**src/logic/adcal_regs.vh**
```
// constants shared by the calibration and conversion sequencer
`ifndef ADCAL_REGS_VH
`define ADCAL_REGS_VH
`define ADCAL_CAL_CYCLES  85532
`define ADCAL_CLK_NS      20
`define ADCAL_APER_NS     40
`define ADCAL_APER_CYC    ((`ADCAL_APER_NS + `ADCAL_CLK_NS - 1) / `ADCAL_CLK_NS)
`define ADCAL_CAP_STEPS   4'h9
`define ADCAL_OFS_ADDR    4'h0
`define ADCAL_FIRST_CAP   4'h1
`define ADCAL_CORR_LOW    4'h7
`define ADCAL_CORR_NEXT   4'h8
`define ADCAL_TOP_BIT     4'hF
`define ADCAL_MEM_DEPTH   10
`endif

```
**src/logic/adcal_ctrl.v**
```verilog
// calibration and successive-approximation control of a 16-bit sampling converter
//
// Functional notes
// - a high CAL resets the internal logic at once, without a clock, and forces BUSY high.
// - a high CAL aborts any conversion or calibration already in progress.
// - calibration starts when CAL falls and ends after 85,532 clocks with BUSY going low.
// - SAMPLE high during calibration puts meaningless diagnostic bits on SERIAL_OUT.
// - the first step ties the input to the ground sense input and stores the offset.
// - nine mismatch steps measure the top nine bit capacitors and store each correction.
// - every later conversion subtracts the stored offset and mismatch corrections.
// - a calibration request is taken at any time whatever the block is doing.
// - results come from a bit-by-bit search and are 16 bits wide.
// - the held value is the input one aperture delay after SAMPLE falls.
// - BUSY is high whenever a conversion or a calibration is in progress.
// - outside calibration a falling SAMPLE edge starts a conversion.
`timescale 1ns/1ps
`include "adcal_regs.vh"
module adcal_ctrl #(
  parameter integer CAL_CYCLES = `ADCAL_CAL_CYCLES
) (
  input  wire        CLK,
  input  wire        RST_N,
  input  wire        CAL,
  input  wire        SAMPLE,
  input  wire        COMP,
  output reg         BUSY,
  output reg         HOLD,
  output reg         GND_SENSE_SEL,
  output reg         CAP_TEST,
  output reg  [3:0]  CAP_SEL,
  output reg  [15:0] DAC_CODE,
  output reg  [15:0] RESULT,
  output reg         RESULT_VALID,
  output reg         SERIAL_OUT
);
  // calibration steps reuse the conversion states; in_cal tells them apart

  localparam [1:0] ST_IDLE = 2'h0;
  localparam [1:0] ST_APER = 2'h1;
  localparam [1:0] ST_SAR  = 2'h2;
  localparam [1:0] ST_DONE = 2'h3;

  localparam integer APER_LAST = `ADCAL_APER_CYC - 1;
  localparam integer CAL_LAST  = CAL_CYCLES - 1;

  // one-hot weight of a search bit, used to set and to clear trial bits
  function [15:0] bit_mask;
    input [3:0] idx;
    begin
      bit_mask = 16'h0001 << idx;
    end
  endfunction

  reg  [1:0]  st;
  reg         in_cal;
  reg  [3:0]  step;
  reg  [3:0]  bit_idx;
  reg  [15:0] code;
  reg  [15:0] acc;
  reg  [1:0]  aper_cnt;
  reg  [16:0] cal_cnt;
  reg         sample_q;
  reg  [15:0] shift;
  reg         mem_we;
  reg  [3:0]  mem_waddr;
  reg  [15:0] mem_wdata;

  wire [15:0] mem_rdata;
  wire [4:0]  next_corr;
  wire [3:0]  mem_raddr;
  wire [15:0] kept_code;
  wire [15:0] next_trial;
  wire [15:0] corrected;
  wire        sample_fall;
  wire        int_rst_n;

  // CAL acts as a second asynchronous reset of everything below except the correction memory
  // a glitch on CAL restarts the whole run, so the host must keep that pin clean
  assign int_rst_n   = RST_N & ~CAL;
  assign sample_fall = sample_q & ~SAMPLE;

  // read address runs one bit ahead so the word is registered in time for the decision
  assign next_corr = 5'h11 - {1'b0, bit_idx};
  assign mem_raddr = (st == ST_APER) ? `ADCAL_FIRST_CAP :
                     ((st == ST_SAR) && (bit_idx >= `ADCAL_CORR_NEXT)) ? next_corr[3:0] :
                     `ADCAL_OFS_ADDR;

  assign kept_code = COMP ? code : (code & ~bit_mask(bit_idx));
  // decided bits plus the trial bit of the next position
  assign next_trial = kept_code | bit_mask(bit_idx - 4'h1);
  // in the finishing cycle the memory presents the offset word
  assign corrected = code - acc - mem_rdata;

  adcal_mem u_mem (
    .clk   (CLK),
    .we    (mem_we),
    .waddr (mem_waddr),
    .wdata (mem_wdata),
    .raddr (mem_raddr),
    .rdata (mem_rdata)
  );

  always @(posedge CLK or negedge int_rst_n) begin
    if (!int_rst_n) begin
      // leaving reset always enters the offset step of a calibration run
      st            <= ST_APER;
      in_cal        <= 1'b1;
      step          <= 4'h0;
      bit_idx       <= 4'h0;
      code          <= 16'h0000;
      acc           <= 16'h0000;
      aper_cnt      <= 2'h0;
      cal_cnt       <= 17'h00000;
      sample_q      <= 1'b0;
      shift         <= 16'h0000;
      mem_we        <= 1'b0;
      mem_waddr     <= 4'h0;
      mem_wdata     <= 16'h0000;
      BUSY          <= 1'b1;
      HOLD          <= 1'b0;
      GND_SENSE_SEL <= 1'b1;
      CAP_TEST      <= 1'b0;
      CAP_SEL       <= 4'h0;
      DAC_CODE      <= 16'h0000;
      RESULT        <= 16'h0000;
      RESULT_VALID  <= 1'b0;
      SERIAL_OUT    <= 1'b0;
    end else begin
      sample_q     <= SAMPLE;
      mem_we       <= 1'b0;
      RESULT_VALID <= 1'b0;

      // 17 bits hold the full run length; the count stops once the run is over
      if (in_cal) begin
        cal_cnt <= cal_cnt + 17'h00001;
      end

      // diagnostic bits replace the result stream while calibrating with SAMPLE high
      if (in_cal && SAMPLE) begin
        SERIAL_OUT <= code[bit_idx];
      end else begin
        SERIAL_OUT <= shift[15];
      end
      shift <= {shift[14:0], 1'b0};

      case (st)
        ST_IDLE: begin
          if (in_cal) begin
            // the measuring steps finish early; BUSY waits for the full run length
            if (cal_cnt == CAL_LAST[16:0]) begin
              in_cal <= 1'b0;
              BUSY   <= 1'b0;
            end
          end else if (sample_fall) begin
            st       <= ST_APER;
            aper_cnt <= 2'h0;
            BUSY     <= 1'b1;
          end
        end
        ST_APER: begin
          if (aper_cnt == APER_LAST[1:0]) begin
            HOLD     <= 1'b1;
            st       <= ST_SAR;
            bit_idx  <= `ADCAL_TOP_BIT;
            code     <= bit_mask(`ADCAL_TOP_BIT);
            DAC_CODE <= bit_mask(`ADCAL_TOP_BIT);
            acc      <= 16'h0000;
          end else begin
            aper_cnt <= aper_cnt + 2'h1;
          end
        end
        ST_SAR: begin
          // a kept upper bit adds its capacitor correction
          if (!in_cal && COMP && (bit_idx >= `ADCAL_CORR_LOW)) begin
            acc <= acc + mem_rdata;
          end
          if (bit_idx == 4'h0) begin
            code     <= kept_code;
            DAC_CODE <= kept_code;
            st       <= ST_DONE;
          end else begin
            code     <= next_trial;
            DAC_CODE <= next_trial;
            bit_idx  <= bit_idx - 4'h1;
          end
        end
        ST_DONE: begin
          HOLD <= 1'b0;
          if (in_cal) begin
            // step 0 is the ground-sense offset, steps 1..9 the capacitor mismatches
            mem_we        <= 1'b1;
            mem_waddr     <= step;
            mem_wdata     <= code;
            GND_SENSE_SEL <= 1'b0;
            if (step != `ADCAL_CAP_STEPS) begin
              step     <= step + 4'h1;
              CAP_TEST <= 1'b1;
              CAP_SEL  <= step;
              aper_cnt <= 2'h0;
              st       <= ST_APER;
            end else begin
              CAP_TEST <= 1'b0;
              st       <= ST_IDLE;
            end
          end else begin
            RESULT       <= corrected;
            RESULT_VALID <= 1'b1;
            shift        <= corrected;
            BUSY         <= 1'b0;
            st           <= ST_IDLE;
          end
        end
        default: begin
          st <= ST_IDLE;
        end
      endcase
    end
  end
endmodule

```
**src/logic/adcal_mem.v**
```verilog
// correction memory: offset word and nine capacitor mismatch words
`timescale 1ns/1ps
module adcal_mem (
  input  wire        clk,
  input  wire        we,
  input  wire [3:0]  waddr,
  input  wire [15:0] wdata,
  input  wire [3:0]  raddr,
  output reg  [15:0] rdata
);
  `include "adcal_regs.vh"

  // no reset: contents are meaningless until a calibration run has stored them
  reg [15:0] mem [0:`ADCAL_MEM_DEPTH-1];

  always @(posedge clk) begin
    if (we) begin
      mem[waddr] <= wdata;
    end
    rdata <= mem[raddr];
  end
endmodule

```
**config.mk**
```make
export PLATFORM = sky130hd
export DESIGN_NAME = adcal_ctrl
export DESIGN_NICKNAME = d
export VERILOG_FILES = /design/src/logic/adcal_ctrl.v /design/src/logic/adcal_mem.v
export VERILOG_INCLUDE_DIRS = /design/src /design/src/logic
export SDC_FILE = /design/constraint.sdc
export NUM_CORES = 1
export LEC_CHECK = 0
export BUFFER_PORTS_ARGS = -buffer_cell sky130_fd_sc_hd__buf_2
export CORE_MARGIN = 2
export CORE_UTILIZATION = 35
export CTS_CLUSTER_DIAMETER = 120
export CTS_CLUSTER_SIZE = 20
export DETAILED_ROUTE_END_ITERATION = 10
export PLACE_DENSITY = 0.55
export SLEW_MARGIN = 20
export SYNTH_ARGS = -nofsm -noshare
export SYNTH_HDL_FRONTEND = slang
export SYNTH_SLANG_ARGS = --single-unit
```
**constraint.sdc**
```tcl
create_clock -name CLK -period 10.59 [get_ports CLK]
set_input_delay 1.5885 -clock CLK [delete_from_list [all_inputs] [get_ports CLK]]
set_output_delay 1.5885 -clock CLK [all_outputs]
set_load 0.05 [all_outputs]
```
# Word-level counts from Yosys, hierarchy flattened
# Memory sizes are Yosys's and may differ from the RTL's. A register that Yosys moved wholly into a read port is not among the register bits.
# Cells that the tools add are included.
[totals]
reg_bits = 126
mem_bits_rw = 160
input_bits = 5
out_inout_bits = 42
elab_cells = 128
n_memories = 1
[classes]
n_addsub = 8
order_cmp = 3
n_eq_ne = 18
shift = 2
muxes = 46
n_bitwise = 8
n_reduce_logical = 21
[mem_list]
columns = ["memory", "words", "word_bits", "rd", "rd_ports_with_merged_regs", "wr", "line", "source"]
rows = [
  ["u_mem.mem", 10, 16, 1, 1, 1, "adcal_mem.v:14", "reg [15:0] mem [0:`ADCAL_MEM_DEPTH-1];"],
]
[op_table]
columns = ["cell", "n"]
rows = [
  ["two-way mux 16 bit", 7],
  ["case mux 16 bit (2 select lines)", 2],
  ["left shift 1 x 4 -> 16 bit (first input constant)", 2],
  ["subtractor 16 bit", 2],
  ["two-way mux 2 bit", 10],
  ["adder 17 x 1 -> 17 bit (second input constant)", 1],
  ["equality test 17 bit (second input constant)", 1],
  ["two-way mux 1 bit", 17],
  ["adder 16 bit", 1],
  ["AND 16 bit", 1],
  ["two-way mux 4 bit", 4],
  ["NOT 16 bit", 1],
  ["bitwise OR 16 bit", 1],
  ["inequality test 2 bit (second input constant)", 7],
  ["AND reduction 3 bit", 3],
  ["case mux 2 bit (4 select lines)", 1],
  ["case mux 4 bit (2 select lines)", 1],
  ["AND reduction 2 bit", 4],
  ["AND reduction 4 bit", 2],
  ["inequality test 2 x 1 -> 1 bit (second input constant)", 3],
  ["inequality test 3 bit (second input constant)", 2],
  ["case mux 2 bit (3 select lines)", 1],
  ["AND reduction 6 bit", 1],
  ["nonzero test 2 bit", 3],
  ["other kinds (19)", 28],
]

# Longest topological paths before layout
[depth]
depth_word = 7
depth_mapped = 11

# Hierarchy
# From an unflattened synthesis, not the netlist that was laid out.
[hier_totals]
hier_cells = 1168
area_unflattened_um2 = 14298.7
[by_module_without_submodules]
columns = ["module", "instances", "cells_per_inst", "area_per_inst_um2", "seq_area_each_um2"]
rows = [
  ["adcal_ctrl", 1, 810, 7586.0, 3158.0],
  ["adcal_mem", 1, 358, 6712.7, 5124.9],
]

# Worst setup path after synthesis
# OpenSTA, ideal clock, no wires.
[synth_path]
path_kind = "reg-to-reg"
from = "reg code[8]"
to = "reg RESULT[15]"
t_arrival_ns = 2.746
required_ns = 10.453
slack_ns = 7.708
path_stages_with_launch = 10
n_path_buf = 0
synth_period_minus_slack_ns = 2.882
cell_sequence = "dfrtp_1 > fa_1 > ha_1 > a21o_1 > a21oi_1 > nand2_1 > or3_1 > a41o_1 > xnor2_1 > a21oi_1"
[synth_between]
elab_chain_cells = 2
[synth_lines]
columns = ["item", "line", "source"]
rows = [
  ["start: declaration", "adcal_ctrl.v:58", "reg [15:0] code;"],
  ["start signal: assignment", "adcal_ctrl.v:165", "code <= bit_mask(`ADCAL_TOP_BIT);"],
  ["start signal: assignment", "adcal_ctrl.v:178", "code <= kept_code;"],
  ["start signal: assignment", "adcal_ctrl.v:182", "code <= next_trial;"],
  ["subtractor 16 bit (2 in series)", "adcal_ctrl.v:92", "assign corrected = code - acc - mem_rdata;"],
  ["end signal: assignment", "adcal_ctrl.v:206", "RESULT <= corrected;"],
  ["end: declaration", "adcal_ctrl.v:32", "output reg [15:0] RESULT,"],
]
# Every way passes these cells.
# A chain may end at the register's enable or synchronous reset.

# Worst setup path after layout
[layout_path]
from = "reg st[0]"
to = "reg u_mem.rdata[8] (read register of u_mem.mem)"
[layout_between]
elab_chain_cells = 4
[layout_lines]
columns = ["item", "line", "source"]
rows = [
  ["start: declaration", "adcal_ctrl.v:54", "reg [1:0] st;"],
  ["start signal: assignment", "adcal_ctrl.v:106", "st <= ST_APER;"],
  ["start signal: assignment", "adcal_ctrl.v:155", "st <= ST_APER;"],
  ["start signal: assignment", "adcal_ctrl.v:163", "st <= ST_SAR;"],
  ["equality test 2 bit", "adcal_ctrl.v:85", "((st == ST_SAR) && (bit_idx >= `ADCAL_CORR_NEXT)) ? next_corr[3:0] :"],
  ["logical AND 1 bit", "adcal_ctrl.v:85", ""],
  ["two-way mux 4 bit (no source line)", "n/a", ""],
  ["two-way mux 4 bit (no source line) (*)", "n/a", ""],
  ["end: declaration", "adcal_mem.v:9", "output reg [15:0] rdata"],
]
# Mark *: on every way between the ends. The rest lies on a longest branch, timed or not.

==> results.md <==
- R2r endpoint: u_mem.rdata[8]
- Max cap viols: 0
- Post-synthesis sequential area ratio: 0.593
- DRC Markers: 0
- Post-CTS Setup Bufs: 0
- Area of the die: 41600 um^2
- Clock sinks: a little over 300
- Status: finished clean
- Dpl cells: around 1700
- DR pass1 iterations: 5
- CTS tree: done
- Max Root-Sink Buffers: 3
- First-pass GRT wire length: between 40000 and 50000 um
- Crit share post-route: 0.292
- Share of the synthesized area in the top cell type: 0.344
- Grt ovf: 0
- H-Tree Depth: 1
- Crit-path max cell delay: around 0.65 ns
- Reg2reg start: st[0]
- Most frequent cells in the layout: nand2_1 (223), edfxtp_1 (160), dfrtp_1 (122)
- Ys flop type: edfxtp_1
- Hpwl dp: about 21000 um
- R2R setup slack: ~7.5 ns
- Gr usage total: 0.154
- Mapped Nets: 1204
- Setup WS post-layout: between 7 and 8 ns
- Largest net degree at the start of global routing: ~70
- Critical Path AT: ~3.4 ns
- Die Wd: ~200 um
- Slew Limit Fails: 0
- Synth warn: 0
- Synthesis-stage register bit count: just over 300
- Die Y: 204 um
- Placer Congestion: around 0.81
- Vias in the first global route: between 8000 and 9000
- Unrepaired setup endpoints after global routing: no
- Commonest non-fill, non-tap cell in the layout: nand2_1
- CP cell instances: inv_1 > ha_1 > buf_4 > nand2_1 > o21ai_4 > buf_4 > mux4_2 > nand2_1 > a31oi_1
- Io pins: 47
- Post-Syn Area: 14000 um^2
- HP Class: register to register
- Initial DRC Count: 598
- Num CTS Buffers: 19
- Clk_skew: slightly above 0.03 ns
- FFs w/ async S/R, synth: 0.417
- Hold Path Depth: 2
- Crit-path leading delay family: buffers and inverters
- Via count: 8528
- DP Worst Slack: 7.21 ns
- Share of post-route cells with drive strength above 1: 0.120
- Worst IR Drop VDD: about 0.11 mV
- N_diodes: 0
- Power per cell area: approximately 260 nW/um^2
- Routed WL per cell: between 15 and 20 um
- Clock Root Buffer: clkbuf_16
- CP bufs+invs: 3
- Vias per cell: roughly 5
- Slew HR: 0.311
- Floorplan Core Area: approximately 40000 um^2
- Synth Area per Inst: 12.5 um^2
- Final Critical Period: just over 3 ns
- Antenna violations before repair: 1
- Final Hold Fails: 0
- CP endpoint kind: register
- Final non-filler cell total: between 1500 and 2000
- Worst Path Required: around 11 ns
- Final net count: between 1000 and 1500
- Synth area leaders: edfxtp_1 (34%), dfrtp_1 (22%), nand2_1 (6.0%)
- Worst-Skew Late Latency: between 0.5 and 0.6 ns
- Final setup vio count: 0
- Leak Pwr: between 6 and 7 nW
- Worst-path clk slew: about 0.090 ns
- Worst r2r path cells: 9
- Cts hold-fix bufs: 0
- Rows: 73
- Post-CTS Resized: 0
- Worst Hold End: shift[10]
- Mapped Cells: approximately 1100
- Critical path's slowest cell: buf_4
- Setup_tns: 0 ns
- Hold wc startpoint: shift[9]
- Fmax: 323 MHz
- Cell taking the most area after synthesis: edfxtp_1
- Final Routed Wirelength: around 31000 um
- Synth unique cells: 62
- Critical path class: register to register
- Initial Util: 0.353
- Tightest Pin Transition: 1.03 ns
- CP startpoint kind: register
- Worst Path Max Fanout: 48
- Post-synth EDFFs: between 150 and 200
- Post-DRT Antenna Nets: 0
- Area growth syn-to-layout: 10.0%
- Port Buffers: 46
==> flip-flops by register name, summed over array words and instances, names as in the netlist, 2 cells and up <==
signal	flops
st	2
acc	16
aper_cnt	2
u_mem.mem	160
cal_cnt	17
CAP_SEL	4
mem_wdata	16
bit_idx	4
u_mem.rdata	16
RESULT	16
step	4
shift	16
code	16
mem_waddr	4
==> logic make-up after synthesis <==
logic type	count (synthesis)	synth area share
DFF	302	0.593
buffers and inverters	93	0.0282
muxes	43	0.0654
AOI/OAI and AO/OA	198	0.0944
xor gates and xnor gates	47	0.0294
and+or+nand+nor	360	0.112
adders and majority gates	78	0.0784
==> tightest hold or removal path, cell delays in order, from the launching register on <==
cell	delay, ns
dfrtp_1	0.33
nand2_1	0.04
nand2_1	0.05
==> synth_stat cells, types with 2 or more instances <==
master / count
mux4_2: 33
a22o_1: 16
a31oi_1: 20
fa_1: 16
nand3b_1: 3
nand4_1: 9
o21bai_1: 7
ha_1: 62
nand3_1: 22
or3b_2: 2
and3_1: 6
a21boi_0: 11
dfstp_2: 4
o31ai_1: 5
buf_2: 12
nand2_1: 223
o31a_1: 2
edfxtp_1: 160
buf_6: 3
and2_1: 18
dfxtp_1: 16
a22oi_1: 3
clkbuf_1: 26
a21o_1: 11
nor2_1: 45
mux4_1: 4
a21oi_2: 2
a21oi_1: 32
o21a_1: 10
or3_1: 3
nor3_1: 8
o22ai_1: 4
nor2b_1: 8
a211oi_1: 18
o21ai_0: 42
buf_4: 2
mux2_2: 5
dfrtp_1: 122
xor2_1: 20
nand2b_1: 9
xnor2_1: 27
inv_1: 50
==> layer usage <==
layer  track usage  vias to the layer above  routed length, um
li1              -                     4053                  -
met5             0                        -                  0
met3        0.0188                       36               1160
met2         0.263                      154              15400
met4        0.0313                        0                576
met1         0.212                     4285              14400
==> cell type report <==
| class | count | area [um^2] |
|---|---|---|
| Fill cell | 3763 | 24200 |
| Sequential cell | 302 | 8280 |
| Multi-Input combinational cell | 726 | 5330 |
| Tap cell | 525 | 657 |
| Clock buffer | 30 | 517 |
| Timing Repair Buffer | 65 | 373 |
| Inverter | 50 | 188 |
| Clock inverter | 2 | 28.8 |
==> through the flow <==
stage / instance area (um^2) / hold slack, ns / util / power, mW
after global routing: 15400 / 0.482 / 0.389 / 4.23
after floorplan: 14000 / 0.421 / - / 2.84
final: 15400 / 0.450 / 0.389 / 3.93
after global placement: 14800 / 0.430 / 0.375 / 3.23
after CTS: 15400 / 0.456 / 0.389 / 3.99
after detailed placement: 14800 / 0.434 / 0.375 / 3.24
==> how the worst max path moves through the flow <==
stage / from / to / cells past startpoint
after floorplan: CAL / CAP_SEL[0] / 1
after global placement: COMP / acc[15] / 5
after detailed placement: COMP / acc[15] / 5
after CTS: st[0] / u_mem.rdata[8] / 9
after global routing: st[0] / CAP_SEL[0] / 5
final: st[0] / u_mem.rdata[8] / 9
==> power by group <==
part | internal [mW] | leakage, nW | total, mW | switching, mW
Clock | 0.344 | 0.261 | 0.734 | 0.391
Combinational | 0.663 | 2.96 | 1.75 | 1.08
Sequential | 1.35 | 2.89 | 1.45 | 0.103
No activity file was read; power rests on OpenSTA's default activity.
